### config.mk
export PLATFORM = sky130hd
export DESIGN_NAME = hpad_decoder
export DESIGN_NICKNAME = d
export VERILOG_FILES = /design/src/inc/hpad_pkg.sv /design/src/rtl/hpad_decoder.sv
export SDC_FILE = /design/constraint.sdc
export NUM_CORES = 2
export LEC_CHECK = 0
export BUFFER_PORTS_ARGS = -buffer_cell sky130_fd_sc_hd__buf_2
export CORE_ASPECT_RATIO = 0.75
export CORE_MARGIN = 4
export CORE_UTILIZATION = 30
export DETAILED_ROUTE_END_ITERATION = 12
export HOLD_SLACK_MARGIN = 0.05
export PLACE_DENSITY = 0.56
export SLEW_MARGIN = 15
export SYNTH_ARGS = -nofsm -noshare
export SYNTH_HDL_FRONTEND = slang
export SYNTH_SLANG_ARGS = --single-unit
### constraint.sdc
create_clock -name aclk -period 3.5 [get_ports aclk]
set_clock_uncertainty 0.15 [all_clocks]
set_input_delay 0.525 -clock aclk [delete_from_list [all_inputs] [get_ports aclk]]
set_output_delay 0.525 -clock aclk [all_outputs]
set_load 0.03 [all_outputs]
### src/inc/hpad_pkg.sv
// Package of constants and carrier types for the host/PCI address decoder.
package hpad_pkg;

  // ----------------------------------------------------------------
  // Register offsets on the register bus
  // ----------------------------------------------------------------
  localparam int AXI_AW = 12;
  localparam logic [11:0] OFF_CTRL1 = 12'h000;
  localparam logic [11:0] OFF_MEM_RELOC = 12'h004;
  localparam logic [11:0] OFF_IO_RELOC = 12'h008;
  localparam logic [11:0] OFF_DAC = 12'h00c;
  localparam logic [11:0] OFF_STATUS = 12'h010;
  localparam logic [5:0] OFF_WIN_BLK = 6'h01;
  localparam logic [3:0] OFF_SG_BLK = 4'h1;
  localparam logic [1:0] WIN_BASE = 2'h0;
  localparam logic [1:0] WIN_MASK = 2'h1;
  localparam logic [1:0] WIN_TBASE = 2'h2;
  localparam logic [1:0] WIN_CFG = 2'h3;
  localparam logic [31:0] RST_ZERO = 32'h0000_0000;

  // ----------------------------------------------------------------
  // Field positions
  // ----------------------------------------------------------------
  localparam int CTRL1_BW_EN = 0;
  localparam int CFG_EN = 0;
  localparam int CFG_SG = 1;
  localparam int CFG_DAC = 2;
  localparam int MR0_LSB = 29;
  localparam int MR1_LSB = 11;
  localparam int MR2_LSB = 2;
  localparam int IOB_LSB = 25;
  localparam int NWIN = 4;
  localparam int DAC_WIN = 3;
  localparam int WIN_GRAIN = 20;
  localparam int PAGE_BITS = 13;
  localparam int BLOCK_BITS = 6;

  // ----------------------------------------------------------------
  // Codes
  // ----------------------------------------------------------------
  localparam logic [1:0] QUADWORD_SIZE = 2'b00;
  localparam logic [1:0] LONGWORD_SIZE = 2'b01;
  localparam logic [1:0] WORD_SIZE = 2'b10;
  localparam logic [1:0] BYTE_SIZE = 2'b11;
  localparam logic [1:0] RESP_OKAY = 2'b00;
  localparam logic [1:0] RESP_SLVERR = 2'b10;

  typedef enum logic [4:0] {
    HR_MAIN, HR_DUMMY, HR_SPM0, HR_SPM1, HR_SPM2, HR_SPIOA, HR_SPIOB,
    HR_DENSE, HR_CFG_SPARSE, HR_SPECIAL, HR_CSR_MAIN, HR_CSR_MEM,
    HR_CSR_XLATE, HR_CSR_MISC, HR_CSR_PM, HR_CSR_INT, HR_BW_MEM,
    HR_BW_IO, HR_BW_CFG0, HR_BW_CFG1, HR_FLASH, HR_RESERVED
  } hpad_region_t;

  typedef struct packed {
    hpad_region_t region;
    logic forward;
    logic prefetch_ok;
    logic block64;
    logic [1:0] size;
    logic [3:0] sparse_len;
    logic [31:0] pci_addr;
    logic [32:0] mem_addr;
  } hpad_host_dec_t;

  typedef struct packed {
    logic hit;
    logic monster;
    logic sg;
    logic [2:0] window;
    logic [33:0] mem_addr;
  } hpad_pci_dec_t;

endpackage

### src/rtl/hpad_decoder.sv
// Host and PCI address decode and translation with AXI4-Lite registers.
//
// Notes on behaviour
// - Address bit 39 low is cached main memory, high is noncached space.
// - Byte/word mode: nibble 8,9,A,B selects PCI memory, I/O, type 0, type 1.
// - Size code 00 quadword, 01 longword, 10 word, 11 byte.
// - Byte/word decode only while control register bit 0 is set.
// - Quarter-gigabyte CSR regions decoded; the two neighbours are reserved.
// - The gigabyte at C7.C000.0000 goes to the flash ROM interface.
// - Noncached space has no mailbox; only registers, memory, PCI spaces.
// - Noncached space also yields interrupt acknowledge and special cycles.
// - PCI masters reach memory only through five windows, never config.
// - Bridge emits 32-bit PCI addresses; accepts single and dual cycles.
// - Window 4 takes dual cycles with ad 40 set; ad 33:0 passes through.
// - Window 3 is dual or single; dual needs 63:40 zero, 39:32 match.
// - Windows 0, 1 and 2 answer single-address cycles only.
// - Upper 32 address bits nonzero means dual-address, zero means single.
// - Scatter-gather moves any 8 KB PCI page to any 8 KB memory page.
// - Sparse memory regions of 512, 128, 64 MB, each relocatable.
// - Sparse I/O region A fixed at zero, region B relocatable.
// - Main memory is 8 GB, moved as aligned 64-byte blocks.
// - Sparse memory takes all noncached sizes and is never prefetched.
// - Dense memory is 4 GB, longword grain, and may be prefetched.
// - Configuration space takes sparse sizes and is never prefetched.
`timescale 1ns/100ps

module hpad_decoder #(
  parameter int SG_ENTRIES = 16
) (
  // Clock, reset and clock enable
  input wire logic aclk,
  input wire logic aresetn,
  input wire logic ce,
  // AXI4-Lite register slave
  input wire logic [hpad_pkg::AXI_AW-1:0] s_axi_awaddr,
  input wire logic s_axi_awvalid,
  output logic s_axi_awready,
  input wire logic [31:0] s_axi_wdata,
  input wire logic [3:0] s_axi_wstrb,
  input wire logic s_axi_wvalid,
  output logic s_axi_wready,
  output logic [1:0] s_axi_bresp,
  output logic s_axi_bvalid,
  input wire logic s_axi_bready,
  input wire logic [hpad_pkg::AXI_AW-1:0] s_axi_araddr,
  input wire logic s_axi_arvalid,
  output logic s_axi_arready,
  output logic [31:0] s_axi_rdata,
  output logic [1:0] s_axi_rresp,
  output logic s_axi_rvalid,
  input wire logic s_axi_rready,
  // Processor-side address decode
  input wire logic host_req,
  input wire logic [39:0] host_addr,
  output logic host_dec_valid,
  output hpad_pkg::hpad_host_dec_t host_dec,
  // PCI target-side address decode
  input wire logic pci_req,
  input wire logic pci_is_mem,
  input wire logic [63:0] pci_ad,
  output logic pci_dec_valid,
  output hpad_pkg::hpad_pci_dec_t pci_dec
);

  localparam int SG_AW = $clog2(SG_ENTRIES);

  // ----------------------------------------------------------------
  // Register storage
  // ----------------------------------------------------------------
  logic [31:0] ctrl1_reg;
  logic [31:0] mem_reloc_reg;
  logic [31:0] io_reloc_reg;
  logic [7:0] dac_reg;
  logic [31:0] win_base_reg [hpad_pkg::NWIN];
  logic [31:0] win_mask_reg [hpad_pkg::NWIN];
  logic [31:0] win_tbase_reg [hpad_pkg::NWIN];
  logic [2:0] win_cfg_reg [hpad_pkg::NWIN];
  logic [20:0] sg_tab [SG_ENTRIES];

  logic aw_have_reg;
  logic w_have_reg;
  logic [hpad_pkg::AXI_AW-1:0] aw_addr_reg;
  logic [31:0] w_data_reg;
  logic [3:0] w_strb_reg;
  logic wr_fire;
  logic wr_ok;
  logic rd_ok;
  logic [31:0] rd_data;
  logic bw_en;

  assign bw_en = ctrl1_reg[hpad_pkg::CTRL1_BW_EN];
  assign wr_fire = aw_have_reg && w_have_reg && !s_axi_bvalid;

  function automatic logic [31:0] merge(input logic [31:0] old,
                                        input logic [31:0] data,
                                        input logic [3:0] strb);
    logic [31:0] res;
    res = old;
    for (int b = 0; b < 4; b++) begin
      if (strb[b]) begin
        res[b*8 +: 8] = data[b*8 +: 8];
      end
    end
    return res;
  endfunction

  // ----------------------------------------------------------------
  // Write channel handshakes
  // ----------------------------------------------------------------
  // Address and data are held separately so they may arrive in any order.
  always_ff @(posedge aclk) begin
    if (!aresetn) begin
      aw_have_reg <= 1'b0;
      s_axi_awready <= 1'b1;
      aw_addr_reg <= '0;
    end else if (ce) begin
      if (s_axi_awvalid && s_axi_awready) begin
        aw_have_reg <= 1'b1;
        s_axi_awready <= 1'b0;
        aw_addr_reg <= s_axi_awaddr;
      end else if (s_axi_bvalid && s_axi_bready) begin
        aw_have_reg <= 1'b0;
        s_axi_awready <= 1'b1;
      end
    end
  end

  always_ff @(posedge aclk) begin
    if (!aresetn) begin
      w_have_reg <= 1'b0;
      s_axi_wready <= 1'b1;
      w_data_reg <= hpad_pkg::RST_ZERO;
      w_strb_reg <= 4'h0;
    end else if (ce) begin
      if (s_axi_wvalid && s_axi_wready) begin
        w_have_reg <= 1'b1;
        s_axi_wready <= 1'b0;
        w_data_reg <= s_axi_wdata;
        w_strb_reg <= s_axi_wstrb;
      end else if (s_axi_bvalid && s_axi_bready) begin
        w_have_reg <= 1'b0;
        s_axi_wready <= 1'b1;
      end
    end
  end

  always_comb begin
    unique case (aw_addr_reg[11:2])
      hpad_pkg::OFF_CTRL1[11:2], hpad_pkg::OFF_MEM_RELOC[11:2],
      hpad_pkg::OFF_IO_RELOC[11:2], hpad_pkg::OFF_DAC[11:2]: wr_ok = 1'b1;
      default: wr_ok = (aw_addr_reg[11:6] == hpad_pkg::OFF_WIN_BLK) ||
                       (aw_addr_reg[11:8] == hpad_pkg::OFF_SG_BLK &&
                        aw_addr_reg[7:2] < 6'(SG_ENTRIES));
    endcase
  end

  always_ff @(posedge aclk) begin
    if (!aresetn) begin
      s_axi_bvalid <= 1'b0;
      s_axi_bresp <= hpad_pkg::RESP_OKAY;
    end else if (ce) begin
      if (wr_fire) begin
        s_axi_bvalid <= 1'b1;
        s_axi_bresp <= wr_ok ? hpad_pkg::RESP_OKAY : hpad_pkg::RESP_SLVERR;
      end else if (s_axi_bready) begin
        s_axi_bvalid <= 1'b0;
      end
    end
  end

  // ----------------------------------------------------------------
  // Control registers
  // ----------------------------------------------------------------
  always_ff @(posedge aclk) begin
    if (!aresetn) begin
      ctrl1_reg <= hpad_pkg::RST_ZERO;
      mem_reloc_reg <= hpad_pkg::RST_ZERO;
      io_reloc_reg <= hpad_pkg::RST_ZERO;
      dac_reg <= 8'h00;
    end else if (ce && wr_fire) begin
      unique case (aw_addr_reg)
        hpad_pkg::OFF_CTRL1:
          ctrl1_reg <= merge(ctrl1_reg, w_data_reg, w_strb_reg);
        hpad_pkg::OFF_MEM_RELOC:
          mem_reloc_reg <= merge(mem_reloc_reg, w_data_reg, w_strb_reg);
        hpad_pkg::OFF_IO_RELOC:
          io_reloc_reg <= merge(io_reloc_reg, w_data_reg, w_strb_reg);
        hpad_pkg::OFF_DAC:
          if (w_strb_reg[0]) begin
            dac_reg <= w_data_reg[7:0];
          end
        default: ;
      endcase
    end
  end

  always_ff @(posedge aclk) begin
    if (!aresetn) begin
      for (int i = 0; i < hpad_pkg::NWIN; i++) begin
        win_base_reg[i] <= hpad_pkg::RST_ZERO;
        win_mask_reg[i] <= hpad_pkg::RST_ZERO;
        win_tbase_reg[i] <= hpad_pkg::RST_ZERO;
        win_cfg_reg[i] <= 3'h0;
      end
    end else if (ce && wr_fire &&
                 aw_addr_reg[11:6] == hpad_pkg::OFF_WIN_BLK) begin
      unique case (aw_addr_reg[3:2])
        hpad_pkg::WIN_BASE: win_base_reg[aw_addr_reg[5:4]] <=
          merge(win_base_reg[aw_addr_reg[5:4]], w_data_reg, w_strb_reg);
        hpad_pkg::WIN_MASK: win_mask_reg[aw_addr_reg[5:4]] <=
          merge(win_mask_reg[aw_addr_reg[5:4]], w_data_reg, w_strb_reg);
        hpad_pkg::WIN_TBASE: win_tbase_reg[aw_addr_reg[5:4]] <=
          merge(win_tbase_reg[aw_addr_reg[5:4]], w_data_reg, w_strb_reg);
        hpad_pkg::WIN_CFG:
          if (w_strb_reg[0]) begin
            win_cfg_reg[aw_addr_reg[5:4]] <= w_data_reg[2:0];
          end
      endcase
    end
  end

  // The table is not reset; software fills it before enabling a window.
  always_ff @(posedge aclk) begin
    if (ce && wr_fire && wr_ok &&
        aw_addr_reg[11:8] == hpad_pkg::OFF_SG_BLK) begin
      sg_tab[aw_addr_reg[SG_AW+1:2]] <= w_data_reg[20:0];
    end
  end

  // ----------------------------------------------------------------
  // Read channel
  // ----------------------------------------------------------------
  always_comb begin
    rd_ok = 1'b1;
    rd_data = hpad_pkg::RST_ZERO;
    unique case (s_axi_araddr[11:2])
      hpad_pkg::OFF_CTRL1[11:2]: rd_data = ctrl1_reg;
      hpad_pkg::OFF_MEM_RELOC[11:2]: rd_data = mem_reloc_reg;
      hpad_pkg::OFF_IO_RELOC[11:2]: rd_data = io_reloc_reg;
      hpad_pkg::OFF_DAC[11:2]: rd_data = {24'h000000, dac_reg};
      hpad_pkg::OFF_STATUS[11:2]:
        rd_data = {20'h00000, 2'b00, host_dec.forward, host_dec.region,
                   pci_dec.hit, pci_dec.window};
      default:
        if (s_axi_araddr[11:6] == hpad_pkg::OFF_WIN_BLK) begin
          unique case (s_axi_araddr[3:2])
            hpad_pkg::WIN_BASE: rd_data = win_base_reg[s_axi_araddr[5:4]];
            hpad_pkg::WIN_MASK: rd_data = win_mask_reg[s_axi_araddr[5:4]];
            hpad_pkg::WIN_TBASE: rd_data = win_tbase_reg[s_axi_araddr[5:4]];
            hpad_pkg::WIN_CFG:
              rd_data = {29'h00000000, win_cfg_reg[s_axi_araddr[5:4]]};
          endcase
        end else if (s_axi_araddr[11:8] == hpad_pkg::OFF_SG_BLK &&
                     s_axi_araddr[7:2] < 6'(SG_ENTRIES)) begin
          rd_data = {11'h000, sg_tab[s_axi_araddr[SG_AW+1:2]]};
        end else begin
          rd_ok = 1'b0;
        end
    endcase
  end

  always_ff @(posedge aclk) begin
    if (!aresetn) begin
      s_axi_arready <= 1'b1;
      s_axi_rvalid <= 1'b0;
      s_axi_rdata <= hpad_pkg::RST_ZERO;
      s_axi_rresp <= hpad_pkg::RESP_OKAY;
    end else if (ce) begin
      if (s_axi_arvalid && s_axi_arready) begin
        s_axi_arready <= 1'b0;
        s_axi_rvalid <= 1'b1;
        s_axi_rdata <= rd_data;
        s_axi_rresp <= rd_ok ? hpad_pkg::RESP_OKAY : hpad_pkg::RESP_SLVERR;
      end else if (s_axi_rvalid && s_axi_rready) begin
        s_axi_rvalid <= 1'b0;
        s_axi_arready <= 1'b1;
      end
    end
  end

  // ----------------------------------------------------------------
  // Processor address decode
  // ----------------------------------------------------------------
  // Mailbox space does not exist: noncached space holds only registers,
  // diagnostic memory and PCI spaces, and anything else is reserved.
  hpad_pkg::hpad_host_dec_t hd;
  logic [3:0] nib;

  assign nib = host_addr[35:32];

  always_comb begin
    hd = '0;
    hd.region = hpad_pkg::HR_RESERVED;
    hd.sparse_len = host_addr[6:3];
    if (!host_addr[39]) begin
      if (host_addr[38:33] == 6'h00) begin
        hd.region = hpad_pkg::HR_MAIN;
        hd.block64 = 1'b1;
        hd.mem_addr = {host_addr[32:hpad_pkg::BLOCK_BITS],
                       6'h00};
      end else if (host_addr[38:32] == 7'h0e) begin
        hd.region = hpad_pkg::HR_DUMMY;
      end
    end else if (bw_en && nib[3:2] == 2'b10) begin
      hd.size = host_addr[38:37];
      hd.pci_addr = host_addr[31:0];
      unique case (nib[1:0])
        2'b00: hd.region = hpad_pkg::HR_BW_MEM;
        2'b01: hd.region = hpad_pkg::HR_BW_IO;
        2'b10: begin
          hd.region = hpad_pkg::HR_BW_CFG0;
          hd.pci_addr[1:0] = 2'b00;
        end
        2'b11: begin
          hd.region = hpad_pkg::HR_BW_CFG1;
          hd.pci_addr[1:0] = 2'b01;
        end
      endcase
    end else if (!nib[3]) begin
      unique case (nib[2:0])
        3'h0, 3'h1, 3'h2, 3'h3: begin
          hd.region = hpad_pkg::HR_SPM0;
          hd.pci_addr = {mem_reloc_reg[hpad_pkg::MR0_LSB +: 3],
                         host_addr[33:7], 2'b00};
        end
        3'h4: begin
          hd.region = hpad_pkg::HR_SPM1;
          hd.pci_addr = {mem_reloc_reg[hpad_pkg::MR1_LSB +: 5],
                         host_addr[31:7], 2'b00};
        end
        3'h5:
          if (!host_addr[31]) begin
            hd.region = hpad_pkg::HR_SPM2;
            hd.pci_addr = {mem_reloc_reg[hpad_pkg::MR2_LSB +: 6],
                           host_addr[30:7], 2'b00};
          end else if (!host_addr[30]) begin
            hd.region = hpad_pkg::HR_SPIOA;
            hd.pci_addr = {7'h00, host_addr[29:7], 2'b00};
          end else begin
            hd.region = hpad_pkg::HR_SPIOB;
            hd.pci_addr = {io_reloc_reg[hpad_pkg::IOB_LSB +: 7],
                           host_addr[29:7], 2'b00};
          end
        3'h6: begin
          hd.region = hpad_pkg::HR_DENSE;
          hd.prefetch_ok = 1'b1;
          hd.pci_addr = {host_addr[31:2], 2'b00};
        end
        3'h7: begin
          hd.pci_addr = {4'h0, host_addr[27:0]};
          unique case (host_addr[31:28])
            4'h0, 4'h1: begin
              hd.region = hpad_pkg::HR_CFG_SPARSE;
              hd.pci_addr = {9'h000, host_addr[27:7], 2'b00};
            end
            4'h2, 4'h3: hd.region = hpad_pkg::HR_SPECIAL;
            4'h4: hd.region = hpad_pkg::HR_CSR_MAIN;
            4'h5: hd.region = hpad_pkg::HR_CSR_MEM;
            4'h6: hd.region = hpad_pkg::HR_CSR_XLATE;
            4'h7, 4'hb: hd.region = hpad_pkg::HR_RESERVED;
            4'h8: hd.region = hpad_pkg::HR_CSR_MISC;
            4'h9: hd.region = hpad_pkg::HR_CSR_PM;
            4'ha: hd.region = hpad_pkg::HR_CSR_INT;
            4'hc, 4'hd, 4'he, 4'hf: begin
              hd.region = hpad_pkg::HR_FLASH;
              hd.pci_addr = {2'b00, host_addr[29:0]};
            end
          endcase
        end
      endcase
    end
    hd.forward = (hd.region != hpad_pkg::HR_RESERVED);
    if (!hd.forward) begin
      hd.pci_addr = 32'h0000_0000;
    end
  end

  always_ff @(posedge aclk) begin
    if (!aresetn) begin
      host_dec_valid <= 1'b0;
      host_dec <= '{region: hpad_pkg::HR_RESERVED, default: '0};
    end else if (ce) begin
      host_dec_valid <= host_req;
      if (host_req) begin
        host_dec <= hd;
      end
    end
  end

  // ----------------------------------------------------------------
  // PCI target window decode
  // ----------------------------------------------------------------
  logic dual;
  logic [hpad_pkg::NWIN-1:0] win_hit;
  logic [33:0] win_addr [hpad_pkg::NWIN];

  assign dual = |pci_ad[63:32];

  for (genvar i = 0; i < hpad_pkg::NWIN; i++) begin : g_win
    logic [31:0] msk;
    logic [31:0] off;
    logic [33:0] base;
    logic cyc_ok;
    logic [SG_AW-1:0] idx;
    assign msk = {win_mask_reg[i][31:hpad_pkg::WIN_GRAIN], 20'hfffff};
    assign off = pci_ad[31:0] & msk;
    assign base = {win_tbase_reg[i], 2'b00};
    if (i == hpad_pkg::DAC_WIN) begin : g_dac
      assign cyc_ok = win_cfg_reg[i][hpad_pkg::CFG_DAC] ?
        (dual && pci_ad[63:40] == 24'h000000 &&
         pci_ad[39:32] == dac_reg) : !dual;
    end else begin : g_sac
      assign cyc_ok = !dual;
    end
    assign win_hit[i] = pci_is_mem && win_cfg_reg[i][hpad_pkg::CFG_EN] &&
      cyc_ok && ((pci_ad[31:20] & ~msk[31:20]) ==
                 (win_base_reg[i][31:20] & ~msk[31:20]));
    assign idx = SG_AW'(win_tbase_reg[i][SG_AW-1:0] +
                        off[hpad_pkg::PAGE_BITS +: SG_AW]);
    assign win_addr[i] = win_cfg_reg[i][hpad_pkg::CFG_SG] ?
      {sg_tab[idx], off[12:0]} :
      ((base & ~{2'b00, msk}) | {2'b00, off});
  end

  always_ff @(posedge aclk) begin
    if (!aresetn) begin
      pci_dec_valid <= 1'b0;
      pci_dec <= '0;
    end else if (ce) begin
      pci_dec_valid <= pci_req;
      if (pci_req) begin
        pci_dec <= '0;
        if (pci_is_mem && dual && pci_ad[40]) begin
          pci_dec.hit <= 1'b1;
          pci_dec.monster <= 1'b1;
          pci_dec.window <= 3'h4;
          pci_dec.mem_addr <= pci_ad[33:0];
        end else begin
          for (int w = hpad_pkg::NWIN - 1; w >= 0; w--) begin
            if (win_hit[w]) begin
              pci_dec.hit <= 1'b1;
              pci_dec.sg <= win_cfg_reg[w][hpad_pkg::CFG_SG];
              pci_dec.window <= 3'(w);
              pci_dec.mem_addr <= win_addr[w];
            end
          end
        end
      end
    end
  end

endmodule // hpad_decoder

==> metrics list <==
* CTS max path bufs: 3
* Core area: ~190,000 um2
- Slew @ Worst Pin: roughly 1.4 ns
- In the final design database the tool counted around 5,100 nets.
- During I/O placement, the number of pins put on the boundary was roughly 340.
* Slew Viols, Final: 0
- After the first detailed-routing iteration, the DRC count stood at ~6,400.
- In this run the power density over the cells is about 430 nW/um2.
* Ratio of final minimum period to clock period: between 90% and 100%
- Post-synth ARST share: 0%
- Worst max-slew margin expressed relative to the limit: between 8 and 9%
- Setup violations remaining at the end of the flow were counted as 0.
- The die is 387 um tall.
* Overall routed net length: between 200,000 and 250,000 um
- Worst Min Path Start: host_addr[39]
- Measured in cells, the most critical reg-to-reg path has a length of 12.
* Fraction of synthesized cell area taken by the top area cell type: between 30% and 40%
* Cell count of the worst hold path: 4
- Biggest fanout along the worst timing path: 13
- Max-cap violations in this run came to 0.
- Global routing consumed, over all layers together, 21.8% of the routing resources.
- In this run the critical register-to-register path is launched from win_tbase_reg[2][0].
- Total die area: 199,000 um2
- Global-route wire length before repair: roughly 320,000 um
* Portion of the post-synthesis area used by sequential elements: between 40% and 50%
- Iteration count of the initial detailed-routing pass: 7
- Entering global routing, the biggest net connects 149 pins.
- The area growth from synthesis to layout is 20.8%.
- The worst register-to-register path ends at pci_dec[29].
- CTS clk-pin slew, worst paths: ~0.070 ns
* Area contributors post-synth: sky130_fd_sc_hd__edfxtp_1 38%, sky130_fd_sc_hd__mux4_2 21%, sky130_fd_sc_hd__dfxtp_1 11%
* Top_reg_cell synth: sky130_fd_sc_hd__edfxtp_1
* Post-synthesis instance total: between 4,000 and 5,000
- In the routed layout, each cell is associated on average with a via count of between 5 and 6.
* Vias in the first global route: 42,300
- By count the netlist is led by 732 x sky130_fd_sc_hd__edfxtp_1, 548 x sky130_fd_sc_hd__mux4_2, 448 x sky130_fd_sc_hd__and2_1, 376 x sky130_fd_sc_hd__nand2_1, 307 x sky130_fd_sc_hd__dfxtp_1.
* Critical path, cell by cell: dlygate4sd3_1 > buf_2 > inv_1 > buf_4 > fa_4 > buf_12 > buf_12 > mux4_2 > mux2_2 > o21ai_0 > o21ai_0 > a32oi_1 > o21ai_1
- The largest individual stage delay along the critical path comes from the cell sky130_fd_sc_hd__fa_4.
- The tree is rooted in a sky130_fd_sc_hd__clkbuf_16.
- Residual DRC: 0
* Floorplan row count: around 140
- CTS tree: yes
- Cell with the most instances after synthesis: sky130_fd_sc_hd__edfxtp_1
* Max FFs per register: 336
- During synthesis, Yosys emitted a total of 0 warnings.
* Result of the run: finished, final reports clean
- Clock tree synthesis found a total of around 1,000 sinks.
- Once the floorplan was initialized, standard cells occupied a little under a third of the core.
* Nature of the critical path startpoint: input port
- After synthesis, the netlist uses 76 different library cells.
* Synthesized area per cell: ~13 um2
- Based on the critical path, the design can be clocked at up to 289 MHz.
- Input and output buffers added on the ports amount to roughly 330.
- Via count: approximately 44,000
- CTS HTree Levels: 3
- After detailed routing, the average wire length per cell comes to 30.0 um.
- In the final layout, the share of cells above drive strength 1 is roughly a third.
- Overall power consumption: slightly above 0.03 W
- Total gr overflow: 0
- Final weighted congestion of routability-driven global placement: a little over 0.9
- Worst supply voltage drop on vdd: ~0.00040 V
- Chip Width: a little over 500 um
- The later pin in the worst-skew pair is clocked with a latency of 0.75 ns.
- By startpoint and endpoint, the worst setup path is classified as input port to register.
- Final hold analysis gives a worst-case slack of 0.129 ns.
- The synthesized netlist occupies a cell area of about 58,000 um2.
- At the worst endpoint, the required time is between 3 and 4 ns.
* Post-synth EDFFs: about 730
* Cell type contributing the most total cell area after synthesis: sky130_fd_sc_hd__edfxtp_1
- The worst path needs around 3.5 ns of the cycle, external delays included.
* Flops & latches, synth: approximately 1,000
- Destination of the worst hold path: host_dec[34]
* Min-delay worst type: input port to register
* R2r setup slk: roughly 0.08 ns
- Detail Route Antenna Nets: 0
* Reported leakage power: around 25 nW
- Detailed-placement wirelength estimate: ~150,000 um
- Number of CTS-inserted buffers: 109
- The number of antenna violations at the first check in global routing came to 16.
- Capturing element type of the critical path: register
* Longest individual stage delay on the worst path: between 0.8 and 0.9 ns
- CP Data Arrival Time: 3.94 ns
- The hold violation total from the final report came to 0.
-- metal layers --
metal | vias up | track usage, % | wire (um)
met2 | 3003 | 31.9 | 97400
met5 | - | 0.144 | 68
met4 | 6 | 8.32 | 10100
met1 | 22200 | 30.1 | 88800
met3 | 495 | 6.77 | 28600
li1 | 18000 | - | -
-- area by class of cell --
class	instances	area [um2]
diodes	6	15.0
clock buffers	154	3180
clock inverters	52	520
fillers	18000	120000
inverters	19	71.3
multi-input cells	2932	28200
flip-flops and latches	1039	28100
well taps	2520	3150
repair buffers	778	6310
-- power by group --
group / switching, W / total (W) / internal [W]
clock: 0.00519 / 0.0121 / 0.00694
combinational: 0.00252 / 0.00452 / 0.00201
sequential: 0.000264 / 0.0136 / 0.0133
total: 0.00797 / 0.0303 / 0.0223
-- cell usage in the layout, fill, tap and decap left out, types with 65 or more instances in the layout --
cell,n
sky130_fd_sc_hd__edfxtp_1,732
sky130_fd_sc_hd__mux4_2,548
sky130_fd_sc_hd__and2_1,448
sky130_fd_sc_hd__nand2_1,375
sky130_fd_sc_hd__buf_2,321
sky130_fd_sc_hd__dfxtp_1,299
sky130_fd_sc_hd__buf_4,272
sky130_fd_sc_hd__mux2i_1,226
sky130_fd_sc_hd__o21ai_0,195
sky130_fd_sc_hd__nor2_1,130
sky130_fd_sc_hd__nor2b_1,129
sky130_fd_sc_hd__clkbuf_16,117
sky130_fd_sc_hd__dlygate4sd3_1,101
sky130_fd_sc_hd__a21boi_0,90
sky130_fd_sc_hd__nand3_1,74
sky130_fd_sc_hd__buf_12,73
sky130_fd_sc_hd__mux2_2,65
-- worst max-delay path, delay by kind of cell --
family	cells	cell delay (ns)
fa+ha+maj	1	0.85
mux	2	0.55
buf+inv	6	1.29
compound gates	4	0.68
-- metrics by stage --
stage / setup slack (ns) / std cells / cell area [um2] / util [%] / TNS, ns
final: 0.0375 / 7500 / 69600 / 36.7 / 0
after global routing: -0.00599 / 7497 / 69600 / 36.7 / -0.0112
after global placement: -0.264 / 7177 / 64600 / 34.0 / -3.73
after detailed placement: -0.235 / 7177 / 64600 / 34.0 / -3.79
after CTS: 0.0683 / 7484 / 69300 / 36.5 / 0
after floorplan: 0.0639 / 4379 / 57600 / - / 0
-- worst max-delay path by stage --
stage | from | end | slack [ns] | cells past startpoint
after floorplan | pci_ad[14] | pci_dec[13] | 0.06 | 10
after global placement | pci_ad[13] | pci_dec[19] | -0.26 | 11
after detailed placement | pci_ad[13] | pci_dec[19] | -0.23 | 11
after CTS | pci_ad[14] | pci_dec[19] | 0.07 | 11
after global routing | win_tbase_reg[2][0] | pci_dec[27] | -0.006 | 11
final | pci_ad[14] | pci_dec[28] | 0.04 | 13
-- kinds of logic after synthesis --
family	share of synthesized area (%)
simple gates	11.7
flops	48.8
mux	26.7
compound gates	8.24
buf+inv	3.04
xor+xnor	1.05
fa+ha+maj	0.400
other cells	0.00651
-- what timing repair did --
item	4_1_cts	5_1_grt
gates resized for setup	0	14
hold buffers	101	0
hold endpoints to repair	120	0
setup endpoints to repair	0	15
setup buffers	0	6
Power figures use the tool's default switching activity.
